$ cat src/inc/afb_defines.vh
// constants for the auxiliary flag word bank: offsets, field positions, timing
// assumes a plain register port with 4-bit word addresses and 16-bit data
//
// Overview of operation
// - word 0 bit 11 is set while the communications unit reports an error
// - word 2 bits 0-7 hold the last network operation completion code
// - word 2 bit 8 is set when a network operation ended in error
// - word 2 bit 9 is set while a new network operation may be issued
// - word 2 bit 15 is set while a communications unit is mounted
// - word 3 holds last scan's unit servicing time, 4-digit BCD, 0.1 ms units
// - word 4 low byte holds the slot 1 inner-board error code
// - word 4 high byte holds the slot 2 inner-board error code
// - combined mode: counter reset bit one enables index-phase reset
// - software-only mode: reset bit rising executes software reset
// - comparison bit rising starts range comparison of that counter
// - comparison bit falling stops range comparison of that counter
// - counter stop bit one halts the counter, zero keeps it counting
// - word 6 bits 0-3 force external outputs 1-4 on
// - word 6 bit 4 gates the four force-set bits
// - status words 0, 2, 3 and 4 are refreshed once per scan cycle; words 1, 5-8 read back live
// - special-area error flag mirrors the word 0 error flag exactly
`ifndef AFB_DEFINES_VH
`define AFB_DEFINES_VH

`define AFB_ADDR_W 4
`define AFB_DATA_W 16

`define AFB_OFS_ERR 4'h0
`define AFB_OFS_RESTART 4'h1
`define AFB_OFS_NET 4'h2
`define AFB_OFS_SVC 4'h3
`define AFB_OFS_SLOT 4'h4
`define AFB_OFS_CNT 4'h5
`define AFB_OFS_FORCE 4'h6
`define AFB_OFS_IRQ_STAT 4'h7
`define AFB_OFS_IRQ_MASK 4'h8

`define AFB_BIT_COMM_ERR 11
`define AFB_BIT_RESTART 11
`define AFB_NET_CODE_HI 7
`define AFB_NET_CODE_LO 0
`define AFB_BIT_NET_ERR 8
`define AFB_BIT_NET_EN 9
`define AFB_BIT_MOUNTED 15
`define AFB_CNT_RST_LO 0
`define AFB_CNT_CMP_LO 8
`define AFB_CNT_STOP_LO 12
`define AFB_BIT_FORCE_EN 4

`define AFB_CNT_MASK 16'hff0f
`define AFB_FORCE_MASK 16'h001f
`define AFB_RESET_WORD 16'h0000

`define AFB_IRQ_COMM_ERR 0
`define AFB_IRQ_NET_DONE 1
`define AFB_IRQ_NET_ERR 2
`define AFB_IRQ_MOUNT 3
`define AFB_IRQ_SLOT_ERR 4
`define AFB_IRQ_W 5

`define AFB_CLK_NS 5
`define AFB_SVC_UNIT_NS 100000
// clk cycles in one 0.1 ms unit at 5 ns, sized to the 15-bit divider
`define AFB_SVC_CYCLES 15'd20000
`define AFB_SVC_CNT_W 15
`define AFB_BCD_MAX 16'h9999

`endif

$ cat src/logic/afb_bank.v
// auxiliary flag and control word bank with scan-cycle refresh
// assumes scan_tick is a one-cycle pulse from the scan controller on clk;
// comm unit level pins are asynchronous, other inputs come from clk logic
`timescale 1ns/1ps
`include "afb_defines.vh"

module afb_bank #(
  parameter [`AFB_SVC_CNT_W-1:0] SVC_CYCLES = `AFB_SVC_CYCLES
) (
  // clock and reset
  input wire clk,
  input wire reset_n,
  // register port
  input wire [`AFB_ADDR_W-1:0] reg_addr,
  input wire [`AFB_DATA_W-1:0] reg_wdata,
  input wire reg_write,
  input wire reg_read,
  output reg [`AFB_DATA_W-1:0] reg_rdata,
  // scan cycle
  input wire scan_tick,
  // communications unit pins
  input wire comm_error_pin,
  input wire comm_mounted_pin,
  input wire comm_busy_pin,
  output reg comm_restart,
  output reg special_comm_error,
  // network operation results
  input wire net_done,
  input wire net_failed,
  input wire [7:0] net_code,
  input wire net_ready,
  // inner board error codes
  input wire [7:0] slot1_code,
  input wire [7:0] slot2_code,
  // counter board
  input wire [3:0] counter_sw_only,
  output reg [3:0] counter_index_reset_en,
  output reg [3:0] counter_sw_reset,
  output reg [3:0] compare_start,
  output reg [3:0] compare_stop,
  output reg [3:0] counter_halt,
  output reg [3:0] ext_force_on,
  // interrupt
  output reg irq
);

  // one BCD digit step with carry out
  function [4:0] bcd_digit_inc;
    input [3:0] d;
    input cin;
    begin
      if (!cin)
        bcd_digit_inc = {1'b0, d};
      else if (d == 4'h9)
        bcd_digit_inc = {1'b1, 4'h0};
      else
        bcd_digit_inc = {1'b0, d + 4'h1};
    end
  endfunction

  // four-digit BCD increment, holds at 9999 rather than wrap
  function [15:0] bcd_inc;
    input [15:0] v;
    reg [4:0] d0;
    reg [4:0] d1;
    reg [4:0] d2;
    reg [4:0] d3;
    begin
      d0 = bcd_digit_inc(v[3:0], 1'b1);
      d1 = bcd_digit_inc(v[7:4], d0[4]);
      d2 = bcd_digit_inc(v[11:8], d1[4]);
      d3 = bcd_digit_inc(v[15:12], d2[4]);
      if (v == `AFB_BCD_MAX)
        bcd_inc = v;
      else
        bcd_inc = {d3[3:0], d2[3:0], d1[3:0], d0[3:0]};
    end
  endfunction

  // pin synchronisers
  reg [2:0] pin_meta;
  reg [2:0] pin_sync;
  wire comm_error_s = pin_sync[0];
  wire comm_mounted_s = pin_sync[1];
  wire comm_busy_s = pin_sync[2];

  always @(posedge clk or negedge reset_n)
  begin
    if (!reset_n)
    begin
      pin_meta <= 3'h0;
      pin_sync <= 3'h0;
    end
    else
    begin
      pin_meta <= {comm_busy_pin, comm_mounted_pin, comm_error_pin};
      pin_sync <= pin_meta;
    end
  end

  // software-written words
  reg restart_bit;
  reg [15:0] cnt_ctrl;
  reg [15:0] force_ctrl;
  reg [`AFB_IRQ_W-1:0] irq_mask;
  reg [`AFB_IRQ_W-1:0] irq_stat;

  // copies applied at the last scan refresh
  reg restart_app;
  reg [15:0] cnt_app;

  // published status words
  reg comm_err_word;
  reg [7:0] net_code_word;
  reg net_err_word;
  reg net_en_word;
  reg mounted_word;
  reg [15:0] svc_word;
  reg [15:0] slot_word;

  // pending network result, published at the next refresh
  reg net_pend;
  reg net_pend_err;
  reg [7:0] net_pend_code;

  // servicing time accumulation
  reg [`AFB_SVC_CNT_W-1:0] svc_div;
  reg [15:0] svc_acc;

  wire wr_restart = reg_write && (reg_addr == `AFB_OFS_RESTART);
  wire wr_cnt = reg_write && (reg_addr == `AFB_OFS_CNT);
  wire wr_force = reg_write && (reg_addr == `AFB_OFS_FORCE);
  wire wr_mask = reg_write && (reg_addr == `AFB_OFS_IRQ_MASK);
  wire wr_stat = reg_write && (reg_addr == `AFB_OFS_IRQ_STAT);

  always @(posedge clk or negedge reset_n)
  begin
    if (!reset_n)
    begin
      restart_bit <= 1'b0;
      cnt_ctrl <= `AFB_RESET_WORD;
      force_ctrl <= `AFB_RESET_WORD;
      irq_mask <= {`AFB_IRQ_W{1'b0}};
    end
    else
    begin
      if (wr_restart)
        restart_bit <= reg_wdata[`AFB_BIT_RESTART];
      if (wr_cnt)
        cnt_ctrl <= reg_wdata & `AFB_CNT_MASK;
      if (wr_force)
        force_ctrl <= reg_wdata & `AFB_FORCE_MASK;
      if (wr_mask)
        irq_mask <= reg_wdata[`AFB_IRQ_W-1:0];
    end
  end

  // latch network results between refreshes so a short pulse is not missed
  always @(posedge clk or negedge reset_n)
  begin
    if (!reset_n)
    begin
      net_pend <= 1'b0;
      net_pend_err <= 1'b0;
      net_pend_code <= 8'h00;
    end
    else if (net_done)
    begin
      net_pend <= 1'b1;
      net_pend_err <= net_failed;
      net_pend_code <= net_code;
    end
    else if (scan_tick)
      net_pend <= 1'b0;
  end

  // servicing time: count 0.1 ms units while the unit is being serviced
  always @(posedge clk or negedge reset_n)
  begin
    if (!reset_n)
    begin
      svc_div <= {`AFB_SVC_CNT_W{1'b0}};
      svc_acc <= 16'h0000;
    end
    else if (scan_tick)
    begin
      svc_div <= {`AFB_SVC_CNT_W{1'b0}};
      svc_acc <= 16'h0000;
    end
    else if (comm_busy_s)
    begin
      if (svc_div == SVC_CYCLES - 1'b1)
      begin
        svc_div <= {`AFB_SVC_CNT_W{1'b0}};
        svc_acc <= bcd_inc(svc_acc);
      end
      else
        svc_div <= svc_div + 1'b1;
    end
  end

  // scan refresh of status words and application of control words
  wire [3:0] rst_new = cnt_ctrl[`AFB_CNT_RST_LO+3:`AFB_CNT_RST_LO];
  wire [3:0] rst_old = cnt_app[`AFB_CNT_RST_LO+3:`AFB_CNT_RST_LO];
  wire [3:0] cmp_new = cnt_ctrl[`AFB_CNT_CMP_LO+3:`AFB_CNT_CMP_LO];
  wire [3:0] cmp_old = cnt_app[`AFB_CNT_CMP_LO+3:`AFB_CNT_CMP_LO];

  always @(posedge clk or negedge reset_n)
  begin
    if (!reset_n)
    begin
      restart_app <= 1'b0;
      cnt_app <= `AFB_RESET_WORD;
      comm_err_word <= 1'b0;
      special_comm_error <= 1'b0;
      net_code_word <= 8'h00;
      net_err_word <= 1'b0;
      net_en_word <= 1'b0;
      mounted_word <= 1'b0;
      svc_word <= 16'h0000;
      slot_word <= 16'h0000;
      comm_restart <= 1'b0;
      counter_index_reset_en <= 4'h0;
      counter_sw_reset <= 4'h0;
      compare_start <= 4'h0;
      compare_stop <= 4'h0;
      counter_halt <= 4'h0;
      ext_force_on <= 4'h0;
    end
    else
    begin
      comm_restart <= 1'b0;
      counter_sw_reset <= 4'h0;
      compare_start <= 4'h0;
      compare_stop <= 4'h0;
      if (scan_tick)
      begin
        comm_err_word <= comm_error_s;
        special_comm_error <= comm_error_s;
        mounted_word <= comm_mounted_s;
        net_en_word <= net_ready;
        if (net_pend)
        begin
          net_code_word <= net_pend_code;
          net_err_word <= net_pend_err;
        end
        // final unit not folded in: last partial 0.1 ms is truncated
        svc_word <= svc_acc;
        slot_word <= {slot2_code, slot1_code};
        restart_app <= restart_bit;
        comm_restart <= restart_app & ~restart_bit;
        cnt_app <= cnt_ctrl;
        counter_index_reset_en <= rst_new & ~counter_sw_only;
        counter_sw_reset <= rst_new & ~rst_old & counter_sw_only;
        compare_start <= cmp_new & ~cmp_old;
        compare_stop <= ~cmp_new & cmp_old;
        counter_halt <= cnt_ctrl[`AFB_CNT_STOP_LO+3:`AFB_CNT_STOP_LO];
        ext_force_on <= force_ctrl[3:0] & {4{force_ctrl[`AFB_BIT_FORCE_EN]}};
      end
    end
  end

  // interrupt events, each raised at a refresh
  reg [`AFB_IRQ_W-1:0] irq_evt;

  always @*
  begin
    irq_evt = {`AFB_IRQ_W{1'b0}};
    if (scan_tick)
    begin
      irq_evt[`AFB_IRQ_COMM_ERR] = comm_error_s & ~comm_err_word;
      irq_evt[`AFB_IRQ_NET_DONE] = net_pend;
      irq_evt[`AFB_IRQ_NET_ERR] = net_pend & net_pend_err;
      irq_evt[`AFB_IRQ_MOUNT] = comm_mounted_s ^ mounted_word;
      irq_evt[`AFB_IRQ_SLOT_ERR] = ({slot2_code, slot1_code} != 16'h0000) &&
        (slot_word == 16'h0000);
    end
  end

  // set wins over a write-one clear in the same cycle
  always @(posedge clk or negedge reset_n)
  begin
    if (!reset_n)
    begin
      irq_stat <= {`AFB_IRQ_W{1'b0}};
      irq <= 1'b0;
    end
    else
    begin
      if (wr_stat)
        irq_stat <= (irq_stat & ~reg_wdata[`AFB_IRQ_W-1:0]) | irq_evt;
      else
        irq_stat <= irq_stat | irq_evt;
      irq <= |(((wr_stat ? (irq_stat & ~reg_wdata[`AFB_IRQ_W-1:0]) : irq_stat) | irq_evt)
        & (wr_mask ? reg_wdata[`AFB_IRQ_W-1:0] : irq_mask));
    end
  end

  // read port, data in the cycle after the strobe, unmapped reads zero
  reg [15:0] rd_mux;

  always @*
  begin
    rd_mux = 16'h0000;
    case (reg_addr)
      `AFB_OFS_ERR: rd_mux[`AFB_BIT_COMM_ERR] = comm_err_word;
      `AFB_OFS_RESTART: rd_mux[`AFB_BIT_RESTART] = restart_bit;
      `AFB_OFS_NET:
      begin
        rd_mux[`AFB_NET_CODE_HI:`AFB_NET_CODE_LO] = net_code_word;
        rd_mux[`AFB_BIT_NET_ERR] = net_err_word;
        rd_mux[`AFB_BIT_NET_EN] = net_en_word;
        rd_mux[`AFB_BIT_MOUNTED] = mounted_word;
      end
      `AFB_OFS_SVC: rd_mux = svc_word;
      `AFB_OFS_SLOT: rd_mux = slot_word;
      `AFB_OFS_CNT: rd_mux = cnt_ctrl;
      `AFB_OFS_FORCE: rd_mux = force_ctrl;
      `AFB_OFS_IRQ_STAT: rd_mux[`AFB_IRQ_W-1:0] = irq_stat;
      `AFB_OFS_IRQ_MASK: rd_mux[`AFB_IRQ_W-1:0] = irq_mask;
      default: rd_mux = 16'h0000;
    endcase
  end

  always @(posedge clk or negedge reset_n)
  begin
    if (!reset_n)
      reg_rdata <= 16'h0000;
    else if (reg_read)
      reg_rdata <= rd_mux;
    else
      reg_rdata <= 16'h0000;
  end

endmodule // afb_bank

$ cat config.mk
export PLATFORM = sky130hd
export DESIGN_NAME = afb_bank
export DESIGN_NICKNAME = d
export VERILOG_FILES = /design/src/logic/afb_bank.v
export VERILOG_INCLUDE_DIRS = /design/src /design/src/inc
export SDC_FILE = /design/constraint.sdc
export NUM_CORES = 1
export LEC_CHECK = 0
export BUFFER_PORTS_ARGS = -buffer_cell sky130_fd_sc_hd__buf_2
export CORE_UTILIZATION = 30
export DETAILED_ROUTE_END_ITERATION = 10
export PLACE_DENSITY_LB_ADDON = 0.08
export SYNTH_ARGS = -nofsm -noshare
export SYNTH_HDL_FRONTEND = slang
export SYNTH_SLANG_ARGS = --single-unit
$ cat constraint.sdc
create_clock -name clk -period 4.1 [get_ports clk]
set_clock_uncertainty 0.1 [all_clocks]
set_input_delay 0.41 -clock clk [delete_from_list [all_inputs] [get_ports clk]]
set_output_delay 0.41 -clock clk [all_outputs]
set_load 0.01 [all_outputs]
==> results.toml <==
[logic_synthesis]
ys_seq_elements = 170
syn_nets = 702
synth.top_cells.by_area = "dfrtp_1 (57%), mux2_2 (13%), nor2_1 (2.5%), nand2_1 (2.5%), o21ai_0 (2.4%)"
synth_top_flop_cell = "dfrtp_1"
synth.avg_cell_area_um2 = 11.7
yosysMostFrequentCell = "dfrtp_1"
async_flop_share_pct = 100
syn_area_mm2 = 0.00743
yosysTopAreaCellShare_pct = 57.2
synth_cells = 634
synth-edff-count = 0
synth.distinct_cells = 55
synth.largest_area_cell = "dfrtp_1"
synth_common_cells = "dfrtp_1 (170), mux2_2 (84), nor2_1 (50)"
ys_warn_count = 0
ys_seq_area_share_pct = 57.2

[sta]
timing.final.ws_setup_ns = 1.45
worst_pin_slew_ns = 1.05
timing.fmax_mhz = 377
grt_setup_unrepaired = "false"
setup_tns_ns = 0
drv_slew = 0
setup_violations = 0
maxSlewHeadroom_pct = 29.9
finalCritPeriodShare_pct = 64.7
min_period_ns = 2.65
hold_viol_final = 0

[clocking]
cts-root-buf = "clkbuf_16"
ctsHtreeMaxLevel = 4
cts_tree = "built"
clk_latency_ns = 0.43
cts.path.max_buffers = 2
cts_buffers = 17
cts_sinks = 170
path_clk_slew_ns = 0.07
post_cts_buffers = 0

[cells_and_area]
final_layout_size_suffix_gt1_share_pct = 30.5
nets = 800
area_growth_pct = 19.7
num-fill-cells = 2421
multi_input_area_mm2 = 0.00298
final-seq-area_mm2 = 0.00425
diodes = 0

[route]
ant_nets = 0
vias = 5165
routedWlPerCell_um = 17.6
drt_iter0_markers = 356
drc = 0
finalWirelength_mm = 18.8
dr.pass1.iters = 5
viasPerCell = 4.83

[setup_path]
cp.arrival_ns = 2.92
crit_fanout = 10
reg2reg_depth = 5
r2r_start = "svc_div[8]$_DFFE_PN0P_"
crit_path_end_kind = "flop"
r2r_setup_slack_ns = 1.45
reg2reg_to = "svc_acc[11]$_DFFE_PN0P_"
start_kind = "flop"
critPathRequiredTime_ns = 4.37
critPathKind = "reg2reg"

[place]
dp_hpwl_mm = 13.3
io_buffers = 98
place_congestion = 0.744
post-place-ws_ns = 1.27

[grt]
grt_max_degree = 111
antenna_found_initial = 0
overflow = 0
grt_pass1_wl_mm = 30.7
first_global_vias = 5407
track_usage_pct = 15.7

[power]
p_leak_nw = 4.02
total_power_w = 0.00409
powerDensity_mw_per_mm2 = 459
irDropWorstVdd_mv = 0.248

[run_status]
outcome = "finished, final reports clean"

[floorplan]
start_util_pct = 30.6
num_io_pins = 102
die_h_um = 159
fp.coreArea_mm2 = 0.0243
rows = 57
die_x_um = 159
die_area_mm2 = 0.0254

[hold_path]
hold_path.class = "in2async"

[run]
drv_cap = 0
placed cells by master (no fill, tap or decap), drive strengths merged, types with 11 or more instances in the layout:
master and instances:
buf 104, nand2 49, nor3b 14, o21ai 38, nand3 20, clkbuf 17, mux2 85, a21oi 19
dfrtp 170, nor4 11, inv 29, nor2 50
layout make-up:
type	instances	share of cell area, %
inverters	20	0.844
flip-flops and latches	170	47.8
well taps	324	4.56
multi-input cells	416	33.5
repair buffers	107	6.59
clock inverters	15	1.93
clock buffers	17	4.78
per-stage QoR:
stage          area, um^2  util (%)  cells  hold slack (ns)
6_report             8900      36.6   1069           0.0142
2_1_floorplan        7430         -    634           0.0144
3_3_place_gp         8270      34.0   1034            0.239
5_1_grt              8900      36.6   1069           0.0408
4_1_cts              8900      36.6   1069           0.0312
3_5_place_dp         8270      34.0   1034            0.235
worst max path at each step:
stage | cells past startpoint | slack (ns) | to | startpoint
global placement | 6 | 1.29 | cnt_ctrl[9]$_DFFE_PN0P_ | reg_addr[2]
detailed placement | 6 | 1.27 | cnt_ctrl[9]$_DFFE_PN0P_ | reg_addr[2]
CTS | 5 | 1.45 | svc_acc[8]$_DFFE_PN0P_ | svc_div[8]$_DFFE_PN0P_
finish | 5 | 1.45 | svc_acc[11]$_DFFE_PN0P_ | svc_div[8]$_DFFE_PN0P_
floorplan | 5 | 1.82 | svc_acc[11]$_DFFE_PN0P_ | svc_div[7]$_DFFE_PN0P_
global route | 5 | 1.30 | svc_acc[7]$_DFFE_PN0P_ | svc_div[8]$_DFFE_PN0P_
metal layers:
| layer | global-route usage, % | up-vias | routed length, um |
|---|---|---|---|
| li1 | - | 2448 | - |
| met4 | 5.07 | 0 | 222 |
| met5 | 0 | - | 0 |
| met1 | 22.4 | 2572 | 9440 |
| met2 | 23.7 | 129 | 8340 |
| met3 | 3.07 | 16 | 778 |
power by group:
group,switching (W),internal (W)
Combinational,0.000238,0.000228
Sequential,0.000142,0.00186
Clock,0.000753,0.000873
Total,0.00113,0.00296
what timing repair did:
item / CTS / global route
gates resized for setup: 0 / 0
hold buffers: 3 / 0
hold endpoints to repair: 3 / 0
flip-flops by register name, summed over array words and instances (netlist names), 8 cells and up:
signal	cells
svc_acc	16
svc_div	15
svc_word	16
cnt_ctrl	12
slot_word	16
cnt_app	8
reg_rdata	16
net_pend_code	8
net_code_word	8
worst max-delay path, cell delays in order, from the launching register on:
cell and delay [ns]:
dfrtp_1 0.43, or4_4 0.56, nor4_4 0.70, nor2_1 0.19
or4_1 0.53, nand2_1 0.07
cell families after synthesis:
group	after synthesis	synth area share [%]
DFF	170	57.2
muxes	95	14.2
buffers and inverters	48	2.64
xor gates and xnor gates	14	1.65
adders and majority gates	9	1.52
and+or+nand+nor	200	14.2
AOI/OAI and AO/OA	98	8.55
Power figures use the tool's default switching activity.
